## src/logic/cbr_pkg.sv

```systemverilog
/*
 * Shared constants, state codes and carrier structs for the host register
 * port of the message bridge. Assumes a single 100 MHz clock domain.
 */
`default_nettype none

package cbr_pkg;
    // ------------------------------------------------------------------
    // Slave address
    // ------------------------------------------------------------------
    localparam logic [3:0] ADDR_DEVICE_CODE = 4'h6;
    localparam logic       ADDR_FIXED_B3    = 1'h1;

    // ------------------------------------------------------------------
    // Register offsets
    // ------------------------------------------------------------------
    localparam logic [4:0] OFF_POINTER    = 5'h00;
    localparam logic [4:0] OFF_FAULT      = 5'h01;
    localparam logic [4:0] OFF_REVISION   = 5'h02;
    localparam logic [4:0] OFF_CONTROL    = 5'h03;
    localparam logic [4:0] OFF_ACK_UPPER  = 5'h04;
    localparam logic [4:0] OFF_ACK_LOWER  = 5'h05;
    localparam logic [4:0] OFF_LINK_CFG   = 5'h06;
    localparam logic [4:0] OFF_DATA_FIRST = 5'h07;
    localparam logic [4:0] OFF_DATA_LAST  = 5'h19;
    localparam logic [4:0] PTR_SATURATE   = 5'h1f;
    localparam logic [4:0] PTR_STEP       = 5'h01;

    // ------------------------------------------------------------------
    // Fields, codes and reset values
    // ------------------------------------------------------------------
    localparam int         PTR_MSB        = 4;
    localparam logic [4:0] STATUS_UNUSED  = 5'h00;
    localparam logic [7:0] FAULT_NONE     = 8'h00;
    localparam logic [7:0] FAULT_WATCHDOG = 8'h01;
    localparam logic [7:0] FAULT_LONG_MSG = 8'h02;
    localparam logic [7:0] FAULT_OVERRUN  = 8'h03;
    localparam logic [7:0] REG_RESET      = 8'h00;
    localparam logic [7:0] INVALID_READ   = 8'hff;
    localparam logic       POL_RESET      = 1'h1;
    localparam logic [1:0] STRAP_SETTLE   = 2'h2;
    localparam logic [2:0] BIT_LAST       = 3'h7;

    // ------------------------------------------------------------------
    // Serial engine states
    // ------------------------------------------------------------------
    typedef enum logic [6:0] {
        S_IDLE     = 7'h01,
        S_ADDR     = 7'h02,
        S_ADDR_ACK = 7'h04,
        S_WR_BYTE  = 7'h08,
        S_WR_ACK   = 7'h10,
        S_RD_BYTE  = 7'h20,
        S_RD_ACK   = 7'h40
    } cbr_fsm_type;

    // ------------------------------------------------------------------
    // Carriers
    // ------------------------------------------------------------------
    typedef struct packed {
        logic scl;
        logic sda;
        logic addr_hi;
        logic addr_lo;
        logic pol;
    } cbr_pins_type;

    typedef struct packed {
        cbr_fsm_type fsm;
        logic        scl_q;
        logic        sda_q;
        logic [2:0]  cnt;
        logic        done;
        logic        rw;
        logic        first;
        logic        nack;
        logic [7:0]  sh;
        logic [7:0]  tx;
        logic [4:0]  ptr;
        logic        sda_oe;
        logic        sda_o;
        logic [7:0]  ctrl;
        logic [7:0]  ack_hi;
        logic [7:0]  ack_lo;
        logic [7:0]  cfg;
        logic [7:0]  fault;
        logic        err;
        logic        busy;
        logic        irq_on;
        logic        irq;
        logic        pol;
        logic [1:0]  settle;
        logic        pol_done;
        logic        dwr;
        logic        drd;
        logic [4:0]  didx;
        logic [7:0]  dwdata;
    } cbr_state_type;
endpackage : cbr_pkg

`default_nettype wire

```

## src/logic/cbr_sync.sv

```systemverilog
/*
 * Two-flop synchroniser for a group of asynchronous pin inputs.
 * Assumes the inputs are slow levels against the sampling clock.
 */
`default_nettype none

module cbr_sync #(
    parameter int WIDTH = 5
) (
    // Clock and reset
    input  wire logic             i_clock,
    input  wire logic             i_rst_n,
    // Pins in, synchronised levels out
    input  wire logic [WIDTH-1:0] i_async,
    output var  logic [WIDTH-1:0] o_sync
);
    typedef struct packed {
        logic [WIDTH-1:0] meta;
        logic [WIDTH-1:0] stable;
    } cbr_sync_state_type;

    cbr_sync_state_type st;
    cbr_sync_state_type next_st;

    if (WIDTH < 1) begin : g_check
        $error("cbr_sync needs at least one bit");
    end

    // The meta stage feeds only the stable stage
    always_comb begin
        next_st        = st;
        next_st.meta   = i_async;
        next_st.stable = st.meta;
    end

    always_ff @(posedge i_clock or negedge i_rst_n) begin
        if (!i_rst_n) begin
            st <= '0;
        end else begin
            st <= next_st;
        end
    end

    assign o_sync = st.stable;
endmodule : cbr_sync

`default_nettype wire

```

## src/logic/cbr_port.sv

```systemverilog
/*
 * Host register port: serial slave, pointer, register file, status and
 * interrupt pin. Assumes SCL/SDA far slower than the 100 MHz clock, and
 * a message core on the same clock providing busy, interrupt request,
 * error events and data-window read bytes.
 */
`default_nettype none

// Functional notes
// - Answer at address 0110 1, hi strap, lo strap; last bit is R/W.
// - Address and data bytes travel most significant bit first.
// - Serial clock is only sampled, never driven or stretched.
// - First written data byte loads the pointer for the transfer.
// - Reads without pointer write start at the last pointer value.
// - Pointer advances after each completed byte, except at zero and at 1f.
// - Pointer past last data location: writes dropped, only the pointer advances.
// - Pointer writes above first data location clamp to it.
// - Offsets 1 to 6: fault, revision, control, ack maps, config.
// - Offset zero writes pointer, reads device status.
// - Pointer field is bits four to zero; host writes upper bits zero.
// - Status bit 7 shows busy.
// - Status bit 6 shows interrupt active, regardless of polarity.
// - Status bit 5 set on error, cleared by reading fault code.
// - Fault code holds latest error code from the core.
// - Revision shows major in upper nibble, minor in lower.
// - Active interrupt equals polarity strap level, inactive opposite.
// - Polarity strap captured after reset and held until next reset.
// - Interrupt asserted while data waits for the host.
module cbr_port #(
    parameter logic [3:0] MAJOR_REV = 4'h1,
    parameter logic [3:0] MINOR_REV = 4'h0
) (
    // Clock and reset
    input  wire logic       i_clock,
    input  wire logic       i_rst_n,
    // Serial bus pins
    input  wire logic       i_scl,
    input  wire logic       i_sda,
    output var  logic       o_sda_out,
    output var  logic       o_sda_oe,
    // Straps
    input  wire logic       i_addr_strap_hi,
    input  wire logic       i_addr_strap_lo,
    input  wire logic       i_irq_polarity_strap,
    // Message core status
    input  wire logic       i_busy,
    input  wire logic       i_irq_request,
    input  wire logic       i_error_valid,
    input  wire logic [7:0] i_error_code,
    // Data window
    input  wire logic [7:0] i_data_rdata,
    output var  logic [4:0] o_register_pointer,
    output var  logic [4:0] o_data_index,
    output var  logic       o_data_write,
    output var  logic       o_data_read,
    output var  logic [7:0] o_data_wdata,
    // Configuration out, interrupt pin
    output var  logic [7:0] o_device_control,
    output var  logic [7:0] o_ack_map_upper,
    output var  logic [7:0] o_ack_map_lower,
    output var  logic [7:0] o_link_config,
    output var  logic       o_irq
);
    cbr_pkg::cbr_state_type st;
    cbr_pkg::cbr_state_type next_st;
    cbr_pkg::cbr_pins_type  pins;
    cbr_pkg::cbr_pins_type  pins_s;

    // ------------------------------------------------------------------
    // Pin synchronisers
    // ------------------------------------------------------------------
    assign pins = '{scl: i_scl, sda: i_sda, addr_hi: i_addr_strap_hi,
                    addr_lo: i_addr_strap_lo, pol: i_irq_polarity_strap};

    cbr_sync #(
        .WIDTH ($bits(cbr_pkg::cbr_pins_type))
    ) u_sync (
        .i_clock (i_clock),
        .i_rst_n (i_rst_n),
        .i_async (pins),
        .o_sync  (pins_s)
    );

    // ------------------------------------------------------------------
    // Helpers
    // ------------------------------------------------------------------
    function automatic logic [4:0] bump_pointer(input logic [4:0] p);
        if (p == cbr_pkg::OFF_POINTER || p == cbr_pkg::PTR_SATURATE) begin
            return p;
        end
        return p + cbr_pkg::PTR_STEP;
    endfunction : bump_pointer

    logic       scl_rise;
    logic       scl_fall;
    logic       start_seen;
    logic       stop_seen;
    logic [6:0] my_addr;

    // Clock is sampled only; there is no SCL output at all
    assign scl_rise   = pins_s.scl & ~st.scl_q;
    assign scl_fall   = ~pins_s.scl & st.scl_q;
    assign start_seen = pins_s.scl & st.scl_q & st.sda_q & ~pins_s.sda;
    assign stop_seen  = pins_s.scl & st.scl_q & ~st.sda_q & pins_s.sda;
    assign my_addr    = {cbr_pkg::ADDR_DEVICE_CODE, cbr_pkg::ADDR_FIXED_B3,
                         pins_s.addr_hi, pins_s.addr_lo};

    // ------------------------------------------------------------------
    // Next state
    // ------------------------------------------------------------------
    always_comb begin
        logic [7:0] rd_byte;
        rd_byte = cbr_pkg::INVALID_READ;
        next_st = st;
        next_st.scl_q  = pins_s.scl;
        next_st.sda_q  = pins_s.sda;
        next_st.sda_o  = 1'h0;
        next_st.dwr    = 1'h0;
        next_st.drd    = 1'h0;
        next_st.busy   = i_busy;
        next_st.irq_on = i_irq_request;

        // Strap is taken once, after it has crossed the synchroniser
        if (!st.pol_done) begin
            next_st.settle = st.settle + 2'h1;
            if (st.settle == cbr_pkg::STRAP_SETTLE) begin
                next_st.pol      = pins_s.pol;
                next_st.pol_done = 1'h1;
            end
        end
        next_st.irq = next_st.irq_on ? next_st.pol : ~next_st.pol;

        // Read mux
        case (st.ptr)
            cbr_pkg::OFF_POINTER: rd_byte = {st.busy, st.irq_on, st.err,
                cbr_pkg::STATUS_UNUSED};
            cbr_pkg::OFF_FAULT:     rd_byte = st.fault;
            cbr_pkg::OFF_REVISION: rd_byte = {MAJOR_REV, MINOR_REV};
            cbr_pkg::OFF_CONTROL:   rd_byte = st.ctrl;
            cbr_pkg::OFF_ACK_UPPER: rd_byte = st.ack_hi;
            cbr_pkg::OFF_ACK_LOWER: rd_byte = st.ack_lo;
            cbr_pkg::OFF_LINK_CFG:  rd_byte = st.cfg;
            default: begin
                if (st.ptr <= cbr_pkg::OFF_DATA_LAST) begin
                    rd_byte = i_data_rdata;
                end
            end
        endcase

        // Byte engine, bits sampled on the rising, driven on the falling clock edge
        if (scl_rise) begin
            case (st.fsm)
                cbr_pkg::S_ADDR, cbr_pkg::S_WR_BYTE, cbr_pkg::S_RD_BYTE: begin
                    next_st.sh   = {st.sh[6:0], pins_s.sda};
                    next_st.cnt  = st.cnt + 3'h1;
                    next_st.done = (st.cnt == cbr_pkg::BIT_LAST);
                end
                cbr_pkg::S_RD_ACK: begin
                    next_st.nack = pins_s.sda;
                end
                default: begin
                end
            endcase
        end

        if (scl_fall) begin
            case (st.fsm)
                cbr_pkg::S_ADDR: begin
                    if (st.done) begin
                        next_st.done = 1'h0;
                        if (st.sh[7:1] == my_addr) begin
                            next_st.fsm    = cbr_pkg::S_ADDR_ACK;
                            next_st.rw     = st.sh[0];
                            next_st.sda_oe = 1'h1;
                        end else begin
                            next_st.fsm = cbr_pkg::S_IDLE;
                        end
                    end
                end
                cbr_pkg::S_ADDR_ACK, cbr_pkg::S_RD_ACK: begin
                    next_st.cnt  = 3'h0;
                    next_st.done = 1'h0;
                    if (st.fsm == cbr_pkg::S_ADDR_ACK && !st.rw) begin
                        next_st.sda_oe = 1'h0;
                        next_st.fsm    = cbr_pkg::S_WR_BYTE;
                    end else if (st.fsm == cbr_pkg::S_RD_ACK && st.nack) begin
                        next_st.sda_oe = 1'h0;
                        next_st.fsm    = cbr_pkg::S_IDLE;
                    end else begin
                        // Starts at whatever the pointer last held
                        next_st.tx     = rd_byte;
                        next_st.sda_oe = ~rd_byte[7];
                        next_st.fsm    = cbr_pkg::S_RD_BYTE;
                    end
                end
                cbr_pkg::S_RD_BYTE: begin
                    if (st.done) begin
                        next_st.done   = 1'h0;
                        next_st.sda_oe = 1'h0;
                        next_st.nack   = 1'h0;
                        next_st.fsm    = cbr_pkg::S_RD_ACK;
                        next_st.ptr    = bump_pointer(st.ptr);
                        if (st.ptr == cbr_pkg::OFF_FAULT) begin
                            next_st.err = 1'h0;
                        end
                        if (st.ptr >= cbr_pkg::OFF_DATA_FIRST &&
                            st.ptr <= cbr_pkg::OFF_DATA_LAST) begin
                            next_st.drd  = 1'h1;
                            next_st.didx = st.ptr - cbr_pkg::OFF_DATA_FIRST;
                        end
                    end else begin
                        next_st.tx     = {st.tx[6:0], 1'h0};
                        next_st.sda_oe = ~st.tx[6];
                    end
                end
                cbr_pkg::S_WR_BYTE: begin
                    if (st.done) begin
                        next_st.done   = 1'h0;
                        next_st.sda_oe = 1'h1;
                        next_st.fsm    = cbr_pkg::S_WR_ACK;
                        if (st.first) begin
                            // Upper bits are the host's to keep zero
                            next_st.first = 1'h0;
                            next_st.ptr = st.sh[cbr_pkg::PTR_MSB:0];
                            if (st.sh[cbr_pkg::PTR_MSB:0] >
                                cbr_pkg::OFF_DATA_FIRST) begin
                                next_st.ptr = cbr_pkg::OFF_DATA_FIRST;
                            end
                        end else if (st.ptr <= cbr_pkg::OFF_DATA_LAST) begin
                            next_st.ptr = bump_pointer(st.ptr);
                            case (st.ptr)
                                cbr_pkg::OFF_CONTROL:   next_st.ctrl   = st.sh;
                                cbr_pkg::OFF_ACK_UPPER: next_st.ack_hi = st.sh;
                                cbr_pkg::OFF_ACK_LOWER: next_st.ack_lo = st.sh;
                                cbr_pkg::OFF_LINK_CFG:  next_st.cfg    = st.sh;
                                default: begin
                                    if (st.ptr > cbr_pkg::OFF_LINK_CFG) begin
                                        next_st.dwr    = 1'h1;
                                        next_st.dwdata = st.sh;
                                        next_st.didx   = st.ptr -
                                            cbr_pkg::OFF_DATA_FIRST;
                                    end
                                end
                            endcase
                        end else begin
                            // Out of range: byte acknowledged, then dropped
                            next_st.ptr = bump_pointer(st.ptr);
                        end
                    end
                end
                cbr_pkg::S_WR_ACK: begin
                    next_st.sda_oe = 1'h0;
                    next_st.cnt    = 3'h0;
                    next_st.fsm    = cbr_pkg::S_WR_BYTE;
                end
                default: begin
                end
            endcase
        end

        if (start_seen || stop_seen) begin
            next_st.fsm    = start_seen ? cbr_pkg::S_ADDR : cbr_pkg::S_IDLE;
            next_st.sda_oe = 1'h0;
            next_st.cnt    = 3'h0;
            next_st.done   = 1'h0;
            next_st.first  = 1'h1;
        end

        // A new error wins over the clear by read
        if (i_error_valid) begin
            next_st.fault = i_error_code;
            next_st.err   = 1'h1;
        end
    end

    // ------------------------------------------------------------------
    // State register
    // ------------------------------------------------------------------
    always_ff @(posedge i_clock or negedge i_rst_n) begin
        if (!i_rst_n) begin
            st          <= '0;
            st.fsm      <= cbr_pkg::S_IDLE;
            st.scl_q    <= 1'h1;
            st.sda_q    <= 1'h1;
            st.first    <= 1'h1;
            st.ctrl     <= cbr_pkg::REG_RESET;
            st.ack_hi   <= cbr_pkg::REG_RESET;
            st.ack_lo   <= cbr_pkg::REG_RESET;
            st.cfg      <= cbr_pkg::REG_RESET;
            st.fault    <= cbr_pkg::FAULT_NONE;
            st.pol      <= cbr_pkg::POL_RESET;
            st.irq      <= ~cbr_pkg::POL_RESET;
        end else begin
            st <= next_st;
        end
    end

    assign o_sda_out          = st.sda_o;
    assign o_sda_oe           = st.sda_oe;
    assign o_register_pointer = st.ptr;
    assign o_data_index       = st.didx;
    assign o_data_write       = st.dwr;
    assign o_data_read        = st.drd;
    assign o_data_wdata       = st.dwdata;
    assign o_device_control   = st.ctrl;
    assign o_ack_map_upper    = st.ack_hi;
    assign o_ack_map_lower    = st.ack_lo;
    assign o_link_config      = st.cfg;
    assign o_irq              = st.irq;

    logic wr_done;
    assign wr_done = scl_fall && st.done && st.fsm == cbr_pkg::S_WR_BYTE;
endmodule : cbr_port

`default_nettype wire

```

## config.mk

```make
export PLATFORM = sky130hd
export DESIGN_NAME = cbr_port
export DESIGN_NICKNAME = d
export VERILOG_FILES = /design/src/logic/cbr_pkg.sv /design/src/logic/cbr_sync.sv /design/src/logic/cbr_port.sv
export SDC_FILE = /design/constraint.sdc
export NUM_CORES = 1
export LEC_CHECK = 0
export BUFFER_PORTS_ARGS = -buffer_cell sky130_fd_sc_hd__buf_2
export CORE_MARGIN = 2
export CORE_UTILIZATION = 52
export DETAILED_ROUTE_END_ITERATION = 10
export GPL_TIMING_DRIVEN = 1
export PLACE_DENSITY = 0.76
export RECOVER_POWER = 50
export SYNTH_ARGS = -nofsm -noshare
export SYNTH_HDL_FRONTEND = slang
export SYNTH_SLANG_ARGS = --single-unit
```

## constraint.sdc

```tcl
create_clock -name i_clock -period 2.5 [get_ports i_clock]
set_clock_uncertainty 0.1 [all_clocks]
set_input_delay 0.5 -clock i_clock [delete_from_list [all_inputs] [get_ports i_clock]]
set_output_delay 0.5 -clock i_clock [all_outputs]
set_load 0.03 [all_outputs]
```

[Yosys cells after proc, flatten, opt, wreduce, memory -nomap -nowiden]
Cells that the tools add are included.
Word-level totals
  flip-flop bits (word level): 110
  bits of input ports: 26
  output and inout bits: 55
Cells by class
  add/sub/neg operators: 4
  magnitude comparators: 4
  equal/unequal tests: 30
  mux-type cells: 92
  bitwise gates (word level): 16
  reductions and logical operators: 36
Operators with widths (count)
  two-way mux 7 bit: 10
  two-way mux 13 bit: 5
  case mux 8 bit (7 select lines): 1
  two-way mux 1 bit: 45
  two-way mux 5 bit: 8
  case mux 7 bit (5 select lines): 1
  two-way mux 6 bit: 4
  two-way mux 8 bit: 3
  AND reduction 6 bit: 4
  inequality test 2 bit, second input constant: 10
  case mux 5 bit (2 select lines): 2
  nonzero test 2 bit: 9
  two-way mux 4 bit: 4
  == test 5 x 3 -> 1 bit, second input constant: 3
  two-way mux 15 bit: 1
  AND reduction 5 bit: 3
  case mux 7 bit (2 select lines): 1
  inequality test 3 bit, second input constant: 4
  AND reduction 4 bit: 3
  == test 5 x 2 -> 1 bit, second input constant: 2
  > comparator 5 x 3 -> 1 bit, second input constant: 2
  two-way mux 9 bit: 1
  inverter 1 bit: 9
  AND reduction 9 bit: 1
  33 further kinds: 46

[Depth between registers and ports, before layout]
  depth in word-level cells: 15
  gate-level depth with buffers: 8
  mapped depth without buffers: 7

[By module]
From an unflattened synthesis, not the netlist that was laid out.
Second synthesis, totals
  cells, all modules: 510
  area, all modules: 5709.2 sq um
Modules (own cells, without submodules)
  cbr_port: instances 1, cells each 500, area each 5459.0 sq um
  cbr_sync: instances 1, cells each 10, area each 250.2 sq um

[Worst setup path after synthesis]
Ideal clock, no wire load.
  path type: reg-to-reg
  from: register st (netlist bit o_register_pointer[1])
  to: register st (netlist bit o_device_control[0])
  setup time: 0.125 ns
  arrival time: 2.126 ns
  data required time: 2.275 ns
  path slack: 0.149 ns
  stages on the path, launching flop included: 7
  cell sequence: dfrtp_1 > ha_1 > clkbuf_1 > nor4b_2 > inv_1 > nor2_2 > mux2_2
On the way
  cells in the longest elaborated chain, start to end: 2
  elaborated cells on any way between the ends: 3
Ends and longest elaborated chain
  start: declaration: RTL line cbr_port.sv:64  | cbr_pkg::cbr_state_type st;
  start signal: assignment: RTL line cbr_port.sv:294  | st <= next_st;
  less-or-equal comparator 5 bit / == test 5 x 2 -> 1 bit (equally long branches): RTL line cbr_port.sv:229, cbr_port.sv:231
  AND reduction 6 bit (no line) (*)
Every way passes the cells marked *; elsewhere a longest branch is shown, timed or not.
A chain may end at the register's enable or synchronous reset.

[Worst setup path in the final report]
  from: register st[96] in the netlist's numbering
  to: register st[70] in the netlist's numbering
On the way
  cells in the longest elaborated chain, start to end: 4
  elaborated cells on any way between the ends: 12
Ends and longest elaborated chain
  == test 7 x 3 -> 1 bit / == test 7 bit (equally long branches): RTL line cbr_port.sv:167, cbr_port.sv:183, cbr_port.sv:186
  OR reduction 2 bit (tied with other cells): RTL line cbr_port.sv:167  | case (st.fsm)
  inequality test 2 bit (no line) / nonzero test 2 bit (equally long branches)
  AND reduction 5 bit (no line)
Parallel ways exist; a longest one is shown, timed or not.

==> flow_summary.json <==
{
  "clock-sinks": 110,
  "critPathKind": "reg2reg",
  "final_layout_size_suffix_gt1_share_pct": 39.5,
  "slew_viol_final": 0,
  "first_pass_iters": 5,
  "hpwl_um": 9860,
  "status": "finished clean",
  "fmax_mhz": 413,
  "avgRoutedWirePerCell_um": 18.6,
  "hold_path.class": "in2reg",
  "synth_seq_area_share_pct": 47.9,
  "initial_core_util_pct": 53.1,
  "fin_nets": 593,
  "swShare_pct": 24.9,
  "clkLatencyLatePin_ns": 0.37,
  "critPathTopFamily": "simple AND/OR/NAND/NOR gates",
  "fin_area_um2": 6350,
  "path_cells": "or4_4 -> or3_4 -> a221oi_4 -> buf_6 -> o2111ai_1 -> o21ai_0",
  "synth_edf_count": 0,
  "final_antenna_net_count": 0,
  "synth_flop_cell": "dfrtp_1",
  "crit_fanout": 10,
  "max_stage_delay_ns": 0.58,
  "hold_viol": 0,
  "fp.dieH_um": 109,
  "cp-startpoint": "st[96]",
  "viasPerCell": 5.94,
  "crit_end": "st[70]",
  "arrival_ns": 2.60,
  "place_area_um2": 6130,
  "worst_pin_slew_ns": 0.995,
  "p_seq_share_pct": 56.5,
  "clk_pin_slew_worst_paths_ns": 0.10,
  "crit_required_ns": 2.68,
  "yosys-top-cells-area": "dfrtp_1 (46%), mux2_2 (14%), buf_4 (6.7%)",
  "synth_nets": 540,
  "placeableCoreArea_um2": 10800,
  "drtIter0Drc": 240,
  "powerDensity_nw_per_um2": 528,
  "end_kind": "flip-flop",
  "yosys.cell_types.count": 69,
  "drv_cap": 0,
  "grt_max_degree": 41,
  "cts_buffers": 9,
  "yosys_warnings": 0,
  "yosys.area.top_type_share_pct": 45.6,
  "switchingPower_uw": 836,
  "r2r_cells": 6,
  "gp_congestion": 0.938,
  "num_rows": 38,
  "antenna_found_initial": 0,
  "timing.rr.start": "st[96]",
  "period_share_pct": 96.9,
  "cp_slowest_cell": "or4_4",
  "min_period_ns": 2.42,
  "ios": 81,
  "grt_overflow": 0,
  "cts.path.max_buffers": 2,
  "ctsResizeCount": 0,
  "cts_root_buf": "clkbuf_8",
  "synthCells": 507,
  "first_global_vias": 4105,
  "r2r_end": "st[70]",
  "grt_pass1_wl_um": 21400,
  "async_flop_share_pct": 100,
  "power_frac_clock_pct": 35.8,
  "synth_area_per_cell_um2": 11.4,
  "drt-total-wl_um": 13100,
  "slew_headroom_pct": 33.6,
  "track_usage_pct": 23.6,
  "io_buffers": 79,
  "setup_viol": 0,
  "p_leak_nw": 3.10,
  "rrSetupSlack_ns": 0.08,
  "hold_buffers": 0,
  "fin_hold_ws_ns": 0.129,
  "htree_levels": 3,
  "crit_buf_inv": 1,
  "drcViolationCount": 0,
  "power.internal_mw": 2.52,
  "postCtsSetupBuffers": 0,
  "startpoint_type": "flip-flop",
  "syn2layout_area_growth_pct": 10.4,
  "syn_area_um2": 5760,
  "ir_drop_mv": 0.381,
  "vias": 4191,
  "die_w_um": 109,
  "critical_path_depth": 6,
  "n_antenna_cell": 0,
  "synth_top_area_cell": "dfrtp_1",
  "combPwrFrac_pct": 7.7,
  "die_area_um2": 11900,
  "tritoncts": "yes",
  "yosys_register_bits": 110
}
-- per-stage QoR --
| stage | total power [mW] | setup slack, ns | instances | setup TNS [ns] | util, % |
|---|---|---|---|---|---|
| after detailed placement | 2.20 | 0.108 | 689 | 0 | 56.6 |
| final | 3.36 | 0.0783 | 705 | 0 | 58.6 |
| after global placement | 2.19 | 0.190 | 689 | 0 | 56.6 |
| after global routing | 3.49 | -0.00184 | 705 | -0.00184 | 58.6 |
| after floorplan | 2.05 | 0.149 | 507 | 0 | - |
| after CTS | 3.39 | 0.0816 | 705 | 0 | 58.7 |
-- flip-flops by register name (all words and copies together) (netlist names), 5 cells and up --
signal and count:
st 46, o_ack_map_lower 8, o_ack_map_upper 8, o_data_wdata 8, o_device_control 8, o_link_config 8
o_data_index 5, o_register_pointer 5, u_sync.next_st 5, u_sync.o_sync 5
-- layer usage --
metal,GRT usage (%),vias up,wire [um]
met5,0,-,0
met4,8.95,0,281
met3,3.95,24,813
met2,37.2,170,6400
met1,32.7,2115,5620
li1,-,1882,-
-- cell usage in the layout (no fill, tap or decap), drive strengths merged, types with 7 or more instances in the layout --
cell type and n:
nor2b 8, clkbuf 16, mux2 70, xnor2 8, nand2b 7, a31oi 9
dfrtp 105, buf 113, nor3 20, a21oi 9, inv 16, o21ai 14
nand2 15, o211ai 9, mux2i 19, nand3 7, nor2 25, ha 7
-- power groups by stage --
stage / combinational [mW] / sequential [mW] / clock [mW]
after floorplan: 0.144 / 1.91 / 0
after global placement: 0.262 / 1.92 / 0
after detailed placement: 0.267 / 1.93 / 0
after CTS: 0.269 / 1.89 / 1.23
after global routing: 0.291 / 1.90 / 1.29
final: 0.260 / 1.90 / 1.20
-- Yosys cell counts, types with 2 or more instances --
cell and count:
dfrtp_1 105, mux2_2 70, buf_4 51, nor2_1 24, mux2i_1 19, nor3_1 18
nand2_1 15, inv_1 14, o21ai_0 14, clkbuf_1 12, a21oi_1 9, a31oi_1 9
o211ai_1 9, nor2b_1 8, xnor2_1 8, buf_2 7, ha_1 7, nand2b_1 7
nand3_1 6, xor2_1 6, a22oi_1 5, buf_1 5, dfstp_2 5, o22ai_1 5
a21o_1 4, nand4_1 4, a211oi_1 3, buf_6 3, nor4_1 3, o221ai_1 3
or2_2 3, a221oi_1 2, nand3b_1 2, nor4bb_1 2, o2111ai_1 2, o31ai_1 2
or3_4 2, or3b_2 2, or4_1 2
-- cells by family (layout without fill, tap and decap cells) --
logic type | count (synthesis) | after routing | share of synthesized area (%)
fa+ha+maj | 7 | 7 | 1.52
other cells | 1 | 1 | 0.0651
mux | 89 | 89 | 17.0
compound gates | 82 | 82 | 10.3
xor+xnor | 14 | 14 | 2.13
buf+inv | 92 | 150 | 9.87
simple gates | 112 | 112 | 11.2
flops | 110 | 110 | 47.9
-- how the worst min path moves through the flow --
| stage | to | slack, ns | startpoint | cells after the start |
|---|---|---|---|---|
| after global routing | u_sync.next_st[3] | 0.10 | i_sda | 1 |
| final | u_sync.next_st[1] | 0.13 | i_addr_strap_lo | 1 |
| after CTS | o_data_wdata[7] | 0.002 | i_rst_n | 1 |
| after floorplan | o_ack_map_lower[0] | 0.10 | i_rst_n | 0 |
| after global placement | u_sync.o_sync[1] | 0.23 | u_sync.next_st[1] | 0 |
| after detailed placement | u_sync.o_sync[2] | 0.23 | u_sync.next_st[2] | 0 |
-- area by class of cell --
class	count	area (um^2)
tap	140	175
fill	901	4490
timing repair buffer	120	691
clock inverter	7	104
multi-input combinational	305	2450
inverter	14	52.6
sequential	110	2760
clock buffer	9	124
No activity file was read; power rests on OpenSTA's default activity.
